<file path="src/read_throttle_pkg.sv">
// Operation
// global read threshold equals thirteen-bit field times two to the fifteenth
// counter throttling lasts multiplier (0..63) global sampling windows once invoked
// monitor window is the seven-bit field padded with four zero bits
// while active, count hexwords per window; block reads at cap until window end
// per-window cap comes from a twelve-bit field, 0 to 4095 hexwords
// mode 00 disables both counter and thermal-signal invocation
// mode 01 throttles for as long as thermal request stays high
// thermal request falling in mode 01 stops throttling and clears window counters
// thermal request has no effect unless mode 01 is selected
// mode 10 runs global read counter and throttles on reaching threshold
// start bit written 0 stops throttling and clears window counters
// start bit written 1 throttles until software clears it
// sampling window length is programmable; global counter restarts each window
// mode 11 is reserved and behaves as disabled
package read_throttle_pkg;

  // ==========================================================
  // register map (byte addresses, one 32-bit word each)
  // ==========================================================
  localparam logic [11:0] CTRL_LO_OFS  = 12'h058;
  localparam logic [11:0] CTRL_HI_OFS  = 12'h05C;
  localparam logic [11:0] SAMPLE_WIN_OFS = 12'h060;
  localparam logic [11:0] STATUS_OFS   = 12'h064;

  // ==========================================================
  // read_throttle_control field layout (64-bit register)
  // ==========================================================
  localparam int THRESH_LSB = 28;
  localparam int THRESH_MSB = 40;
  localparam int DUR_LSB    = 22;
  localparam int DUR_MSB    = 27;
  localparam int WIN_LSB    = 15;
  localparam int WIN_MSB    = 21;
  localparam int CAP_LSB    = 3;
  localparam int CAP_MSB    = 14;
  localparam int MODE_LSB   = 1;
  localparam int MODE_MSB   = 2;
  localparam int GO_BIT     = 0;

  localparam int THRESH_SHIFT = 15;
  localparam int WIN_SHIFT    = 4;

  // bits 63:41 are reserved and read as zero
  localparam logic [63:0] CTRL_WR_MASK = 64'h0000_01FF_FFFF_FFFF;
  localparam logic [63:0] CTRL_RESET   = 64'h0000_0000_0000_0000;
  localparam logic [31:0] SAMPLE_WIN_RESET = 32'h0000_0000;

  // status word bit positions
  localparam int ST_ACTIVE = 0;
  localparam int ST_BLOCK  = 1;
  localparam int ST_CNTR   = 2;
  localparam int ST_DUR_LSB = 8;

  typedef enum logic [1:0] {
    MODE_OFF,
    MODE_THERMAL,
    MODE_COUNTER,
    MODE_RESERVED
  } mode_e;

endpackage

</file>
<file path="src/monitor_if.sv">
interface monitor_if;
  logic        active;
  logic        hexword;
  logic [10:0] win_len;
  logic [11:0] cap;
  logic        block;
  logic [11:0] hcount;

  modport ctl (output active, output hexword, output win_len, output cap,
               input block, input hcount);
  modport mon (input active, input hexword, input win_len, input cap,
               output block, output hcount);
endinterface

</file>
<file path="src/window_monitor.sv">
module window_monitor (
  input  wire logic pclk,
  input  wire logic presetn,
  monitor_if.mon    mif
);

  typedef struct packed {
    logic [10:0] wcnt;
    logic [11:0] hcnt;
    logic        block;
  } mon_s;

  mon_s st_q;
  mon_s st_d;
  logic wend;

  // ==========================================================
  // window and hexword counting
  // ==========================================================
  always_comb begin
    st_d = st_q;
    // a zero-length window ends every cycle
    wend = ({1'b0, st_q.wcnt} + 12'h001) >= {1'b0, mif.win_len};
    // idle clears counters
    if (!mif.active) begin
      st_d.wcnt  = 11'h000;
      st_d.hcnt  = 12'h000;
      st_d.block = 1'b0;
    end else begin
      // window length count
      st_d.wcnt = wend ? 11'h000 : st_q.wcnt + 11'h001;
      if (wend) begin
        st_d.hcnt = 12'h000;
      end else if (mif.hexword && st_q.hcnt != 12'hFFF) begin
        st_d.hcnt = st_q.hcnt + 12'h001;
      end
      // cap reached blocks reads
      st_d.block = st_d.hcnt >= mif.cap;
    end
  end

  always_ff @(posedge pclk or negedge presetn) begin
    if (!presetn) begin
      st_q <= '0;
    end else begin
      st_q <= st_d;
    end
  end

  assign mif.block  = st_q.block;
  assign mif.hcount = st_q.hcnt;
endmodule

</file>
<file path="src/dram_read_throttle.sv">
module dram_read_throttle (
  input  wire logic        pclk,
  input  wire logic        presetn,
  input  wire logic        psel,
  input  wire logic        penable,
  input  wire logic        pwrite,
  input  wire logic [11:0] paddr,
  input  wire logic [31:0] pwdata,
  input  wire logic [3:0]  pstrb,
  output logic      [31:0] prdata,
  output logic             pready,
  output logic             pslverr,
  input  wire logic        thermal_on,
  input  wire logic        rd_hexword,
  output logic             rd_block,
  output logic             throttle_active
);

  // ==========================================================
  // state
  // ==========================================================
  typedef struct packed {
    logic [63:0] ctrl;
    logic [31:0] swin;
    logic [31:0] swin_cnt;
    logic [27:0] gread;
    logic [5:0]  dur;
    logic        hit;
    logic        active;
    logic [31:0] prdata;
    logic        pready;
    logic        pslverr;
  } top_s;

  top_s st_q;
  top_s st_d;

  monitor_if mif ();

  window_monitor u_mon (
    .pclk    (pclk),
    .presetn (presetn),
    .mif     (mif)
  );

  // ==========================================================
  // field extraction
  // ==========================================================
  logic [12:0] thresh_field;
  logic [27:0] thresh;
  logic [5:0]  dur_mult;
  logic [6:0]  win_field;
  logic [1:0]  mode;
  logic        go;
  logic        swin_end;
  logic        reach;
  logic [27:0] gread_inc;

  assign thresh_field = st_q.ctrl[read_throttle_pkg::THRESH_MSB:read_throttle_pkg::THRESH_LSB];
  // threshold scaled by 2^15
  assign thresh       = {thresh_field, 15'h0000};
  // duration multiplier
  assign dur_mult     = st_q.ctrl[read_throttle_pkg::DUR_MSB:read_throttle_pkg::DUR_LSB];
  assign win_field    = st_q.ctrl[read_throttle_pkg::WIN_MSB:read_throttle_pkg::WIN_LSB];
  assign mode         = st_q.ctrl[read_throttle_pkg::MODE_MSB:read_throttle_pkg::MODE_LSB];
  assign go           = st_q.ctrl[read_throttle_pkg::GO_BIT];

  // ==========================================================
  // monitor hookup
  // ==========================================================
  assign mif.active  = st_q.active;
  assign mif.hexword = rd_hexword;
  // pad window field with four zeros
  assign mif.win_len = {win_field, 4'h0};
  // cap field
  assign mif.cap     = st_q.ctrl[read_throttle_pkg::CAP_MSB:read_throttle_pkg::CAP_LSB];

  // global sampling window ends; a zero length is treated as one cycle
  assign swin_end  = (st_q.swin_cnt + 32'h0000_0001) >= st_q.swin;
  // saturate so a long window cannot wrap the volume count back under threshold
  assign gread_inc = (rd_hexword && st_q.gread != 28'hFFF_FFFF) ? st_q.gread + 28'h000_0001
                                                                 : st_q.gread;
  // threshold reached, only when not already in effect
  assign reach     = (mode == read_throttle_pkg::MODE_COUNTER) && !st_q.hit &&
                     st_q.dur == 6'h00 && gread_inc >= thresh;

  // ==========================================================
  // next state: apb slave, counter mechanism, activation
  // ==========================================================
  always_comb begin
    logic [63:0] wr_mask;
    logic [31:0] bytes;
    logic        hit_addr;
    wr_mask  = '0;
    bytes    = '0;
    hit_addr = 1'b0;
    st_d     = st_q;

    // setup phase: decode and capture read data, answer in the access phase
    st_d.pready  = psel && !penable;
    st_d.pslverr = 1'b0;
    if (psel && !penable) begin
      if (paddr == read_throttle_pkg::CTRL_LO_OFS) begin
        st_d.prdata = st_q.ctrl[31:0];
      end else if (paddr == read_throttle_pkg::CTRL_HI_OFS) begin
        st_d.prdata = st_q.ctrl[63:32];
      end else if (paddr == read_throttle_pkg::SAMPLE_WIN_OFS) begin
        st_d.prdata = st_q.swin;
      end else if (paddr == read_throttle_pkg::STATUS_OFS) begin
        st_d.prdata = '0;
        st_d.prdata[read_throttle_pkg::ST_ACTIVE] = st_q.active;
        st_d.prdata[read_throttle_pkg::ST_BLOCK]  = mif.block;
        st_d.prdata[read_throttle_pkg::ST_CNTR]   = st_q.dur != 6'h00;
        st_d.prdata[read_throttle_pkg::ST_DUR_LSB +: 6] = st_q.dur;
        // status is read-only: a write there is an error
        st_d.pslverr = pwrite;
      end else begin
        st_d.prdata  = '0;
        st_d.pslverr = 1'b1;
      end
    end

    // byte-lane mask for the write data
    for (int i = 0; i < 4; i++) begin
      bytes[i*8 +: 8] = pstrb[i] ? 8'hFF : 8'h00;
    end

    // access phase completion commits a write
    if (psel && penable && st_q.pready && pwrite && !st_q.pslverr) begin
      if (paddr == read_throttle_pkg::CTRL_LO_OFS) begin
        wr_mask  = {32'h0000_0000, bytes};
        hit_addr = 1'b1;
      end else if (paddr == read_throttle_pkg::CTRL_HI_OFS) begin
        wr_mask  = {bytes, 32'h0000_0000};
        hit_addr = 1'b1;
      end else if (paddr == read_throttle_pkg::SAMPLE_WIN_OFS) begin
        st_d.swin = (st_q.swin & ~bytes) | (pwdata & bytes);
      end
      if (hit_addr) begin
        wr_mask   = wr_mask & read_throttle_pkg::CTRL_WR_MASK;
        st_d.ctrl = (st_q.ctrl & ~wr_mask) | ({pwdata, pwdata} & wr_mask);
      end
    end

    // counter mechanism runs only in mode 10
    if (mode == read_throttle_pkg::MODE_COUNTER) begin
      // sampling window restarts volume count
      st_d.swin_cnt = swin_end ? 32'h0000_0000 : st_q.swin_cnt + 32'h0000_0001;
      st_d.gread    = swin_end ? 28'h000_0000 : gread_inc;
      if (reach) begin
        // load duration in windows
        st_d.dur = dur_mult;
        st_d.hit = 1'b1;
      end else if (swin_end && st_q.dur != 6'h00) begin
        st_d.dur = st_q.dur - 6'h01;
      end
      if (swin_end && !reach) begin
        st_d.hit = 1'b0;
      end
    end else begin
      // other modes hold the counter mechanism idle
      st_d.swin_cnt = 32'h0000_0000;
      st_d.gread    = 28'h000_0000;
      st_d.dur      = 6'h00;
      st_d.hit      = 1'b0;
    end

    // start bit low leaves only the other causes
    // start bit, thermal level, ignored otherwise, 11 idle
    st_d.active = go ||
                  (mode == read_throttle_pkg::MODE_THERMAL && thermal_on) ||
                  (mode == read_throttle_pkg::MODE_COUNTER && st_q.dur != 6'h00);
  end

  // ==========================================================
  // state register
  // ==========================================================
  always_ff @(posedge pclk or negedge presetn) begin
    if (!presetn) begin
      st_q      <= '0;
      st_q.ctrl <= read_throttle_pkg::CTRL_RESET;
      st_q.swin <= read_throttle_pkg::SAMPLE_WIN_RESET;
    end else begin
      st_q <= st_d;
    end
  end

  // outputs straight from flops
  assign prdata          = st_q.prdata;
  assign pready          = st_q.pready;
  assign pslverr         = st_q.pslverr;
  assign throttle_active = st_q.active;
  // block from monitor flop
  assign rd_block        = mif.block;
endmodule

</file>
<file path="config.mk">
export PLATFORM = sky130hd
export DESIGN_NAME = dram_read_throttle
export DESIGN_NICKNAME = d
export VERILOG_FILES = /design/src/read_throttle_pkg.sv /design/src/monitor_if.sv /design/src/window_monitor.sv /design/src/dram_read_throttle.sv
export SDC_FILE = /design/constraint.sdc
export NUM_CORES = 1
export LEC_CHECK = 0
export BUFFER_PORTS_ARGS = -buffer_cell sky130_fd_sc_hd__buf_2
export CORE_AREA = 2 2 182 184
export DETAILED_ROUTE_END_ITERATION = 10
export DIE_AREA = 0 0 184 186
export PLACE_DENSITY_LB_ADDON = 0.12
export SETUP_SLACK_MARGIN = 0.1
export SKIP_CTS_REPAIR_TIMING = 1
export SYNTH_ARGS = -nofsm -noshare
export SYNTH_HDL_FRONTEND = slang
export SYNTH_SLANG_ARGS = --single-unit
</file>
<file path="constraint.sdc">
create_clock -name pclk -period 4.01 [get_ports pclk]
set_clock_uncertainty 0.1 [all_clocks]
set_input_delay 0 -clock pclk [delete_from_list [all_inputs] [get_ports pclk]]
set_output_delay 0 -clock pclk [all_outputs]
set_load 0.01 [all_outputs]
</file>
==> metrics list, run 1 <==
- The flow ran to the end, but the final reports show violations.
* Failing checks: hold timing
- Critical Path AT: just under 4 ns
- The number of placed instances, taps included, is 1652.
- Total number of clock tree sinks: 199
- Remaining design rule violation count: 0
* Count of endpoints failing setup in the final report: 0
* Chip Width: approximately 180 um
* Final period demand of the worst path: approximately 3.7 ns
- Top-level port count: 91
* Multiplexer share of the synthesized area: 1.765%
- The area growth from synthesis to layout is 18.83%.
- For this configuration, the core starts out at a cell density of between 30% and 40%.
* GRT Util Overall: 17.69%
* Type of the tightest min-delay check: input port to register
* Worst Max-Slew Pin Slew: roughly 0.9 ns
- Nets in the synthesized netlist: 1316
- TritonCTS built the clock tree.
- In this run, synthesis inferred 0 flip-flops with an integrated enable.
* Top fanout value on the critical path: 6
- Post-synth top flop: sky130_fd_sc_hd__dfrtp_1
- Setup TNS Final: 0 ns
- Met2 global-route usage: between 20% and 30%
- Of the total synthesized cell area, the portion taken by AND, OR, NAND and NOR gates is between 10% and 20%.
- For met1 alone, demand over resource in global routing was about 26%.
- The routed layout has between 8000 and 9000 vias.
- Number of nets with antenna violations after detailed routing: 0
* Clock-pin slew on the worst setup and hold paths: roughly 0.08 ns
- Filler-free cell count of the finished design: about 1700
- CTS buffer count: 17
* Unrepaired setup endpoints after global routing: yes
- The slowest stage of the critical path belongs to the cell sky130_fd_sc_hd__dfrtp_1.
- Number of cell rows: 66
- The synthesized netlist devotes 7.709% of its cell area to adder and majority cells.
- In the synthesized netlist, the number of instances is 1192.
- For met3 alone, demand over resource in global routing was under 10%.
* WL final: 29810 um
* Root cell of the clock tree: sky130_fd_sc_hd__clkbuf_16
- The worst setup path is of the register to register kind.
- Layout cells sized above 1: a little under a fifth
* Port Buffers: 90
- Number of search-and-repair iterations in the first detailed-routing pass: 4
* Synth Area in Compound Gates: a little over an eighth
* Count of buffer and inverter cells on the critical path: 2
- Static Leakage: about 6.5 nW
- Violation count after the first detailed-route iteration: between 500 and 600
- Combinational family with the most area after synthesis: simple AND/OR/NAND/NOR gates
- For the worst setup path, the data required time is between 4 and 5 ns.
- Estimated wirelength of the detail-placed design: about 22000 um
- Post-Route Hold Slack: -0.04596 ns
- Critical Path Max Stage Delay: between 0.4 and 0.5 ns
- Number of synthesized register bits: ~200
- Relative slew margins: between 30% and 40%
- Power per Cell Area: around 350 nW/um^2
* Wire length of the first global-routing pass: approximately 46000 um
- After detailed routing, the number of vias per cell comes to between 4 and 5.
- Number of hold-slack violations in the final timing report: 2
* Fraction of registers with async set/reset: 100.0%
* Sort of element at the end of the critical path: register
- The synthesized netlist devotes 6.335% of its cell area to XOR and XNOR gates.
- Max-cap violations: 0
* Total Die Area: approximately 34000 um^2
- The clock reaches the later pin of the worst-skew pair after roughly 0.45 ns.
- Cell mode on critical path: sky130_fd_sc_hd__nand4_1
* Distinct cells, synth: 73
* Gr busiest metal: met2
- Broken down by cell family, the worst path's largest delay share belongs to simple AND/OR/NAND/NOR gates.
- Count of yosys warnings during synthesis: 0
- Timing would allow up to 269.0 MHz.
- Total number of nets in the final design: between 1000 and 1500
* Die span in y: between 150 and 200 um
- Sequential-to-total area share from yosys stat: between 40 and 50%
- In this run the cell area of the synthesized design comes to ~11000 um^2.
- The critical path goes through ha_2 -> nand4_1 -> nor4_2 -> buf_4 -> nand4_1 -> xnor2_1 -> ha_1 -> nand4_1 -> nor3_1 -> nand4_1 -> a31oi_1 -> o2111ai_2 -> o21ai_4 -> buf_4 -> nand2_1 -> o31ai_2.
- Global routing finished with a remaining overflow of 0.
* Antenna violations before repair: 0
* Floorplan Core Area: approximately 32000 um^2
- Share of the clock period used by the worst path: 92.69%
* Largest vdd supply drop: around 0.3 mV
- The number of antenna diodes in the final layout is 0.
- Number of global-route vias before repair: around 8200
* Wire length per cell after detailed routing: between 15 and 20 um
- The final max-slew violation count is 0.
- Nature of the critical path startpoint: register
- In this run the deepest clock path goes through 2 buffers.
- The clock tree synthesis step divided the H-tree into 4 levels.
* Mean post-synth cell area: roughly 9.4 um^2
- Entering global routing, the biggest net connects slightly above 100 pins.
- Last weighted congestion value of the routability-driven placer: 0.7842
[kinds of logic (layout without fill, tap and decap cells)]
group / after synthesis / count (layout)
AOI/OAI and AO/OA: 236 / 237
xor gates and xnor gates: 81 / 81
adders and majority gates: 69 / 69
buffers and inverters: 148 / 285
DFF: 199 / 199
muxes: 18 / 18
and+or+nand+nor: 441 / 441
[path summary, 6_finish.rpt]
path	startpoint	endpoint	slack [ns]	cells after the start
max	st_q[43]	st_q[36]	0.29	16
min	pstrb[1]	register	-0.05	5
max reg2reg	st_q[43]	st_q[36]	0.29	16
min reg2reg	prdata[2]	prdata[2]	0.37	2
max in group asynchronous	presetn	asynchronous set/reset pin	2.24	4
min in group asynchronous	presetn	asynchronous set/reset pin	0.49	3
[synthesized netlist by cell type, drive strengths merged (4+ instances only)]
library cell / count / area [um^2]
a21o: 11 / 82.58
a21oi: 22 / 113.9
xnor2: 47 / 411.6
a31oi: 16 / 115.1
a22oi: 31 / 232.7
clkbuf: 22 / 82.58
o21ai: 121 / 620.6
and4: 11 / 101.4
nand2b: 8 / 50.05
nand2: 146 / 550.5
and3: 21 / 131.4
mux2i: 4 / 40.04
and2: 53 / 334.1
nor2b: 11 / 68.82
mux2: 14 / 157.6
nand4: 26 / 190.2
inv: 72 / 270.3
dfrtp: 199 / 4980
nor2: 102 / 395.4
buf: 54 / 374.1
nor3: 16 / 101.4
nand3: 35 / 185.2
ha: 69 / 863.3
o2111ai: 5 / 50.04
xor2: 34 / 297.8
a211oi: 6 / 67.56
[per-layer routing]
layer / vias up / share of wire (%)
met1: 4136 / 51
li1: 4317 / -
met5: - / 0
met4: 0 / 0.80
met2: 119 / 46
met3: 17 / 2.2
[report_power, final]
part / switching, W / total, W / internal [W]
Combinational: 0.000348 / 0.000654 / 0.000306
Clock: 0.000880 / 0.00171 / 0.000828
Sequential: 0.000127 / 0.00225 / 0.00212
Total: 0.00136 / 0.00461 / 0.00325
[cell type report]
| type | count | area, um^2 |
|---|---|---|
| inverter | 72 | 270.3 |
| timing repair buffer | 181 | 1294 |
| clock inverter | 14 | 133.9 |
| clock buffer | 18 | 429.2 |
| tap | 408 | 510.5 |
| multi-input combinational | 846 | 5685 |
| sequential | 199 | 4984 |
| fill | 3300 | 18900 |
[per-stage QoR]
step                      utilization, %  instance area [um^2]  power (W)  hold slack (ns)  worst slack, ns
after floorplan                        -                 11200   0.002675          -0.3956           0.4588
after global placement             37.38                 12040   0.002888         -0.09938           0.2187
after detailed placement           37.38                 12040   0.002886         -0.09950           0.1591
after CTS                          39.13                 12600   0.004614          -0.5916           0.1054
after global routing               41.32                 13310   0.004845         0.005370          0.06711
final                              41.32                 13310   0.004610         -0.04596           0.2930
[worst min-delay path, cell delays in order]
cell	delay [ns]
sky130_fd_sc_hd__buf_2	0.11
sky130_fd_sc_hd__nand2_1	0.12
sky130_fd_sc_hd__nor2_1	0.08
sky130_fd_sc_hd__nand2_1	0.06
sky130_fd_sc_hd__o21ai_0	0.07
[cells in the final DEF, fill, tap and decap left out, types with 4 or more instances in the layout]
| cell type | n |
|---|---|
| sky130_fd_sc_hd__a21oi_1 | 19 |
| sky130_fd_sc_hd__nand4_1 | 23 |
| sky130_fd_sc_hd__nor2_1 | 84 |
| sky130_fd_sc_hd__xor2_1 | 34 |
| sky130_fd_sc_hd__and4_1 | 8 |
| sky130_fd_sc_hd__dlygate4sd3_1 | 39 |
| sky130_fd_sc_hd__xnor2_1 | 43 |
| sky130_fd_sc_hd__mux2i_1 | 4 |
| sky130_fd_sc_hd__nor2_2 | 15 |
| sky130_fd_sc_hd__ha_1 | 66 |
| sky130_fd_sc_hd__nand2_1 | 145 |
| sky130_fd_sc_hd__mux2_2 | 13 |
| sky130_fd_sc_hd__nor2b_1 | 11 |
| sky130_fd_sc_hd__a21o_1 | 11 |
| sky130_fd_sc_hd__nor3_1 | 12 |
| sky130_fd_sc_hd__a31oi_1 | 14 |
| sky130_fd_sc_hd__dfrtp_1 | 196 |
| sky130_fd_sc_hd__buf_2 | 89 |
| sky130_fd_sc_hd__inv_1 | 72 |
| sky130_fd_sc_hd__and3_1 | 21 |
| sky130_fd_sc_hd__inv_6 | 6 |
| sky130_fd_sc_hd__nand3_1 | 32 |
| sky130_fd_sc_hd__o21ai_0 | 106 |
| sky130_fd_sc_hd__and2_1 | 52 |
| sky130_fd_sc_hd__nand2b_1 | 7 |
| sky130_fd_sc_hd__a22oi_1 | 31 |
| sky130_fd_sc_hd__xnor2_2 | 4 |
| sky130_fd_sc_hd__o2111ai_1 | 4 |
| sky130_fd_sc_hd__clkbuf_16 | 18 |
| sky130_fd_sc_hd__o21ai_1 | 12 |
| sky130_fd_sc_hd__buf_4 | 46 |
No activity file was read; power rests on OpenSTA's default activity.
==> run 2, diff against run 1 <==
==> constraint.sdc (replaced) <==
create_clock -name pclk -period 4.01 [get_ports pclk]
set_clock_uncertainty 0.1 [all_clocks]
set_input_delay 0.401 -clock pclk [delete_from_list [all_inputs] [get_ports pclk]]
set_output_delay 0.401 -clock pclk [all_outputs]
set_load 0.01 [all_outputs]
==> run 2 against run 1 <==
  * The run still ends with hold timing left
  * Via count is 2.0% lower
  * Non-clock buffer count fell by 42
  * Global-route usage is 0.083 points higher
  * Register-to-register slack got worse by 0.03 ns
  * Core utilization down 1.6 points
  * Worst hold slack better by 0.026 ns
  * Largest cell class unchanged
  * Clock power is 4% higher
  * Highest routed layer unchanged
  * Sequential share of layout area increased by 1.5 points
  * Die area stayed put
  * Combinational power shrank 3.7%
  * Cell count fell by 2.4%
==> metrics list, run 2 (synthesized netlist as in run 1, its figures left out) <==
- Result of the run: finished with violations
- The checks that failed: hold timing.
- Setup TNS Final: 0 ns (unchanged)
* Placed Cells: 1656 (+0.24%)
- The area of the core region came to 32210 um^2 (unchanged).
* Number of search-and-repair iterations in the first detailed-routing pass: 5 (+1)
* Max-cap violations: 0 (unchanged)
* Count of buffer and inverter cells on the critical path: 3 (+1)
- The count of final setup violators came to 0 (unchanged).
- The final critical-path share of the clock period was 93.51% (+0.82 points).
- Layout cells sized above 1: 17.86% (-1.1 points)
- Cell family with most CP delay: simple AND/OR/NAND/NOR gates
- The top fanout value on the critical path came to 6 (unchanged).
* Wire length of the first global-routing pass: 46550 um (+0.66%)
* Layout overhead on the synthesized area: 14.31%
* Filler instances: 3256 (-1.3%)
* Final instance area: 12800 um^2 (-3.8%)
- Die span in y: 186 um (unchanged)
* Total number of nets in the final design: 1399 (-2.9%)
* Wire length per cell after detailed routing: 17.25 um (+0.59%)
- Top-level port count: 91 (unchanged)
- Antenna violations before repair: 0 (unchanged)
- The final wirelength is 29260 um (-1.8%).
- Total grt overflow: 0 (unchanged)
* Worst Max-Slew Pin Slew: 0.9634 ns (+0.06066 ns)
- Starting Density: 34.77% (unchanged)
- Area after DPL: 12070 um^2 (+0.25%)
- Required time of the critical path: 4.26 ns (about the same)
- Estimated wirelength of the detail-placed design: 21620 um (-0.31%)
- The maximum number of pins on one net before global-route repair came to 111 (+8.8%).
- The library cell used most frequently in the layout, excluding fill and tap cells, is sky130_fd_sc_hd__dfrtp_1.
- Final period demand of the worst path: 3.750 ns (+0.03292 ns)
- The worst setup path is of the register to register kind.
- Chip Width: 184 um (unchanged)
- Number of global-route vias before repair: 8226 (+0.085%)
- Sort of element at the end of the critical path: register
- The count of placed standard cells in the final layout, fillers left out was 1696 (-2.4%).
- Number of hold-slack violations in the final timing report: 26 (+24)
- The violation count after the first detailed-routing iteration is 538 (+5.7%).
- GRT Util Overall: 17.77% (+0.083 points)
* Critical Path Max Stage Delay: 0.42 ns (about the same)
- Clock tree from TritonCTS: built
* Number of cell rows: 66 (unchanged)
* Root cell of the clock tree: sky130_fd_sc_hd__clkbuf_16
- The total power per unit cell area is 363.8 nW/um^2 (+5.0%).
- The achievable clock frequency was 266.7 MHz (-0.88%).
* Largest vdd supply drop: 0.2968 mV (+0.38%)
- Commonest non-fill, non-tap cells in the layout: sky130_fd_sc_hd__dfrtp_1 (197), sky130_fd_sc_hd__nand2_1 (145), sky130_fd_sc_hd__o21ai_0 (103)
- The minimum hold slack is -0.01984 ns (+0.02612 ns).
* Number of buffers between clock root and the deepest sink: 2 (unchanged)
* Maximum level of the CTS H-tree: 4 (unchanged)
* Port Buffers: 90 (unchanged)
* Diode insertion count for antenna repair: 0 (unchanged)
- The final max-slew violation count came to 0 (unchanged).
- Critical Path AT: 4.00 ns (+0.03 ns)
* CTS buffer count: 17 (unchanged)
* Static Leakage: 6.271 nW (-2.8%)
- Number of nets with antenna violations after detailed routing: 0 (unchanged)
* Clock latency of the later-clocked register in the worst-skew pair: 0.45 ns (about the same)
* Vias after detailed routing: 8417 (-2.0%)
* Clock-pin slew on the worst setup and hold paths: 0.09 ns (about the same)
- The path class of the tightest hold or removal check is input port to asynchronous set/reset pin.
- The clock sink count came to 199 (unchanged).
- The final RePlAce weighted congestion came to 0.7993 (+1.9%).
* Cell type of the slowest stage on the worst timing path: sky130_fd_sc_hd__dfrtp_1
* Unrepaired setup endpoints after global routing: yes
- Relative slew margins: 35.77% (-4.0 points)
- Remaining design rule violation count: 0 (unchanged)
- Nature of the critical path startpoint: register
- Total Die Area: 34220 um^2 (unchanged)
* Crit path cell chain: ha_1 -> buf_4 -> nand4_1 -> nor2_2 -> a21o_1 -> nor2_1 -> and2_4 -> nand3_1 -> xnor2_2 -> ha_1 -> a21o_1 -> a21o_1 -> a21oi_1 -> nor2_1 -> nor3_1 -> buf_4 -> o21ai_4 -> buf_4 -> o31ai_2
- The via density per instance is 4.963 (+0.42%).
==> run 2: changes by cell type in the layout (fill, tap and decap cells not counted), sizes merged <==
cell,previous run,this run
dlygate4sd3,39,0
bufinv,0,1
clkbuf,20,19
buf,140,138
inv,81,82
clkinv,5,3
==> run 2: area by class of cell <==
cell class | instances | area (um^2) | area share, %
flip-flops and latches | 199 | 4982 | 38.92
clock inverters | 14 | 157.7 | 1.232
clock buffers | 18 | 429.2 | 3.353
multi-input cells | 846 | 5599 | 43.74
well taps | 408 | 510.5 | 3.988
inverters | 72 | 270.3 | 2.111
repair buffers | 139 | 852.1 | 6.656
==> run 2: power by group <==
group	switching [W]	internal [W]
Clock	0.000884	0.000894
Sequential	0.000129	0.00212
Combinational	0.000343	0.000287
==> run 2: through the flow <==
stage | setup WS (ns) | utilization [%] | power (W)
after detailed placement | 0.1551 | 37.47 | 0.002897
after CTS | 0.1295 | 39.30 | 0.004709
final | 0.2601 | 39.75 | 0.004658
after global routing | 0.06588 | 39.75 | 0.004910
after floorplan | 0.4588 | - | 0.002675
after global placement | 0.1714 | 37.47 | 0.002897
==> run 2: worst paths after layout <==
| kind | startpoint | to | slack [ns] | cells after the start |
|---|---|---|---|---|
| min in group pclk | pwdata[20] | register | 0.07 | 3 |
| setup reg to reg | st_q[43] | st_q[36] | 0.26 | 19 |
| hold reg to reg | prdata[17] | prdata[17] | 0.38 | 2 |
| hold / removal | presetn | asynchronous set/reset pin | -0.02 | 1 |
| setup / recovery | st_q[43] | st_q[36] | 0.26 | 19 |
| max in group asynchronous | presetn | asynchronous set/reset pin | 2.83 | 2 |
==> run 2: routing by layer <==
layer | up-vias | wire length (um) | part of all wire, % | track usage, %
met3 | 16 | 767 | 2.6 | 2.661
met1 | 4060 | 15020 | 51 | 25.64
met4 | 0 | 361 | 1.2 | 4.672
li1 | 4229 | - | - | -
met5 | - | 0 | 0 | 0
met2 | 112 | 13110 | 45 | 27.79
==> run 2: worst reg2reg max path, stage by stage (launching register included) <==
cell                      delay, ns
sky130_fd_sc_hd__dfrtp_1       0.42
sky130_fd_sc_hd__ha_1          0.21
sky130_fd_sc_hd__buf_4         0.14
sky130_fd_sc_hd__nand4_1       0.19
sky130_fd_sc_hd__nor2_2        0.06
sky130_fd_sc_hd__a21o_1        0.18
sky130_fd_sc_hd__nor2_1        0.18
sky130_fd_sc_hd__and2_4        0.19
sky130_fd_sc_hd__nand3_1       0.12
sky130_fd_sc_hd__xnor2_2       0.17
sky130_fd_sc_hd__ha_1          0.32
sky130_fd_sc_hd__a21o_1        0.18
sky130_fd_sc_hd__a21o_1        0.18
sky130_fd_sc_hd__a21oi_1       0.15
sky130_fd_sc_hd__nor2_1        0.06
sky130_fd_sc_hd__nor3_1        0.23
sky130_fd_sc_hd__buf_4         0.16
sky130_fd_sc_hd__o21ai_4       0.05
sky130_fd_sc_hd__buf_4         0.16
sky130_fd_sc_hd__o31ai_2       0.22
==> run 3, diff against run 2 <==
BUFFER_PORTS_ARGS = -buffer_cell sky130_fd_sc_hd__buf_4   (was -buffer_cell sky130_fd_sc_hd__buf_2)
==> run 3 against run 2 <==
  * The run now ends clean
  * Maximum frequency is 1.4% higher
  * Clock power is 7% lower
  * Design area is 1.6% higher
  * Combinational power is 2% higher
  * Power is 2.4% lower
  * Sequential power hardly changed
  * Cell count is 0.18% lower
  * Critical path type unchanged
==> metrics list, run 3 (synthesized netlist as in run 1, its figures left out) <==
- Result of the run: complete, no violations
- The clock transition at the registers of the reported paths came to 0.08 ns (about the same).
* Estimated wirelength of the detail-placed design: 21830 um (+0.96%)
* Required time of the critical path: 4.23 ns (-0.03 ns)
- Pin count of the biggest net entering global routing: 96 (-14%)
* Cell type of the slowest stage on the worst timing path: sky130_fd_sc_hd__dfrtp_1
* Worst Max-Slew Pin Slew: 0.8414 ns (-0.1220 ns)
- The total power per unit cell area came to 349.7 nW/um^2 (-3.9%).
* Total Die Area: 34220 um^2 (unchanged)
- The number of buffers added on ports came to 90 (unchanged).
- The I/O pin count is 91 (unchanged).
- Number of buffers between clock root and the deepest sink: 2 (unchanged)
* Capture point of the worst reg-to-reg path: st_q[40]
- CTS buffer count: 17 (unchanged)
* Count of endpoints failing setup in the final report: 0 (unchanged)
* Sort of element at the end of the critical path: register
- The initial antenna violation count was 0 (unchanged).
* Clock latency of the later-clocked register in the worst-skew pair: 0.45 ns (about the same)
- The via count of the routed design is 8428 (+0.13%).
- The count of maximum capacitance violations is 0 (unchanged).
* Critical Path AT: 3.92 ns (-0.08 ns)
- STA classifies the critical path startpoint as a register.
- Layout overhead on the synthesized area: 16.11%
- The accumulated negative setup slack came to 0 ns (unchanged).
- The final-report hold violation count was 0 (-100%).
- The first-pass GRT wire length came to 46490 um (-0.13%).
* Crit path cell chain: and4_4 -> nand4_4 -> nor2_4 -> nand3_4 -> nor3_4 -> buf_4 -> nand2_1 -> xnor2_2 -> ha_1 -> nand2_1 -> nor2_1 -> a2111oi_4 -> a21o_1 -> a31oi_4 -> buf_4 -> a31oi_1 -> a31oi_1 -> a21oi_2
- The violation count after the first detailed-routing iteration came to 555 (+3.2%).
- Instance count along the most critical hold path: 3
- Filler instances: 3227 (-0.89%)
- TritonCTS built the clock tree.
- Top fanout value on the critical path: 8 (+2)
- The sum of overflow across all layers after global routing was 0 (unchanged).
- The final RePlAce weighted congestion came to 0.8319 (+4.1%).
- The final wirelength was 29290 um (+0.11%).
- The via count of the first global-routing pass is 8255 (+0.35%).
- The die boundary height was 186 um (unchanged).
- The width of the die is 184 um (unchanged).
- The final max-slew violation count is 0 (unchanged).
- The tightest slew margin relative to the limit is 43.90% (+8.1 points).
* Maximum level of the CTS H-tree: 4 (unchanged)
* Setup Crit Path Kind: register to register
- The number of cell rows came to 66 (unchanged).
- RR Startpoint: st_q[73]
- The starting density of the core is 34.77% (unchanged).
* Hold Path Origin: pwdata[30]
- The final critical-path required period was 3.698 ns (-0.05183 ns).
- The depth of the worst register-to-register path is 18 (-1).
- The layout net count came to 1396 (-0.21%).
* Leading cell type in the layout, fill and taps excluded: sky130_fd_sc_hd__dfrtp_1
* Diode insertion count for antenna repair: 0 (unchanged)
* Wire length per cell after detailed routing: 17.30 um (+0.28%)
* Fmax achieved: 270.4 MHz (+1.4%)
- Routed vias/inst: 4.978 (+0.31%)
- Floorplan Core Area: 32210 um^2 (unchanged)
- The detailed-route DRC error count came to 0 (unchanged).
- The first-pass iteration count of the detailed router came to 5 (unchanged).
- Setup repair after global routing left no endpoint under its margin.
- Type of the tightest min-delay check: input port to register
- Post-Route Hold Slack: 0.06602 ns (+0.08586 ns)
* Largest vdd supply drop: 0.3004 mV (+1.2%)
* GRT Util Overall: 17.85% (+0.081 points)
- Total number of clock tree sinks: 199 (unchanged)
- Root cell of the clock tree: sky130_fd_sc_hd__clkbuf_16
- Share of the clock period used by the worst path: 92.22% (-1.3 points)
- Layout cells sized above 1: 17.98% (+0.12 points)
- In the layout the commonest cells are sky130_fd_sc_hd__dfrtp_1 (195), sky130_fd_sc_hd__nand2_1 (145), sky130_fd_sc_hd__buf_4 (132).
- R2R setup slack: 0.31 ns (+0.05 ns)
- Static Leakage: 6.267 nW (about the same)
* Number of nets with antenna violations after detailed routing: 0 (unchanged)
* Critical Path Max Stage Delay: 0.41 ns (about the same)
[run 3: changes by cell type in the layout (fill, tap and decap cells not counted), sizes merged]
cell,delta
a31oi,-1
buf,-3
bufinv,-1
clkbuf,+3
clkinv,-1
clkinvlp,+5
dlygate4sd3,+1
inv,-6
[run 3: worst max path at each step]
| stage | slack, ns | cells past startpoint | endpoint | from |
|---|---|---|---|---|
| final | 0.31 | 18 | st_q[40] | st_q[73] |
| after global routing | 0.07 | 16 | st_q[40] | st_q[73] |
| after CTS | 0.16 | 15 | st_q[69] | st_q[73] |
| after detailed placement | 0.18 | 15 | st_q[60] | st_q[73] |
| after global placement | 0.23 | 15 | st_q[86] | st_q[73] |
| after floorplan | 0.46 | 17 | st_q[55] | st_q[72] |
[run 3: metal layers]
layer  track usage, %  vias to the layer above  share of wire, %
li1                 -                     4201                 -
met4            4.320                        0               1.0
met1            25.60                     4098                50
met5                0                        -                 0
met3            2.465                       15               2.9
met2            28.47                      114                46
[run 3: metrics by stage]
step / power (W) / instance area (um^2) / utilization [%] / setup slack, ns / std cells
after floorplan: 0.002675 / 11200 / - / 0.4588 / 1192
after global placement: 0.002898 / 12290 / 38.17 / 0.2280 / 1656
after detailed placement: 0.002910 / 12290 / 38.17 / 0.1757 / 1656
after CTS: 0.004585 / 12830 / 39.85 / 0.1578 / 1688
after global routing: 0.004800 / 13000 / 40.37 / 0.07344 / 1693
final: 0.004547 / 13000 / 40.37 / 0.3119 / 1693
[run 3: layout make-up]
class / count / area [um^2] / share of cell area, %
clock buffers: 21 / 450.4 / 3.464
multi-input cells: 845 / 5624 / 43.25
inverters: 72 / 270.3 / 2.079
repair buffers: 137 / 1070 / 8.227
clock inverters: 11 / 92.59 / 0.7121
well taps: 408 / 510.5 / 3.926
flip-flops and latches: 199 / 4985 / 38.34
[run 3: worst max-delay path: cells and delay by family, from the launching register on]
kind                     cells  cell delay, ns
buffers and inverters        2            0.34
AO/OA/AOI/OAI                6            0.88
adder cells (fa/ha/maj)      1            0.36
XOR/XNOR                     1            0.16
AND/OR/NAND/NOR              8            1.34
flip-flops                   1            0.41
[run 3: report_power, final]
| group | switching, W | internal, W | total, W |
|---|---|---|---|
| Sequential | 0.000132 | 0.00212 | 0.00225 |
| Combinational | 0.000342 | 0.000300 | 0.000641 |
| Clock | 0.000827 | 0.000824 | 0.00165 |
| Total | 0.00130 | 0.00325 | 0.00455 |
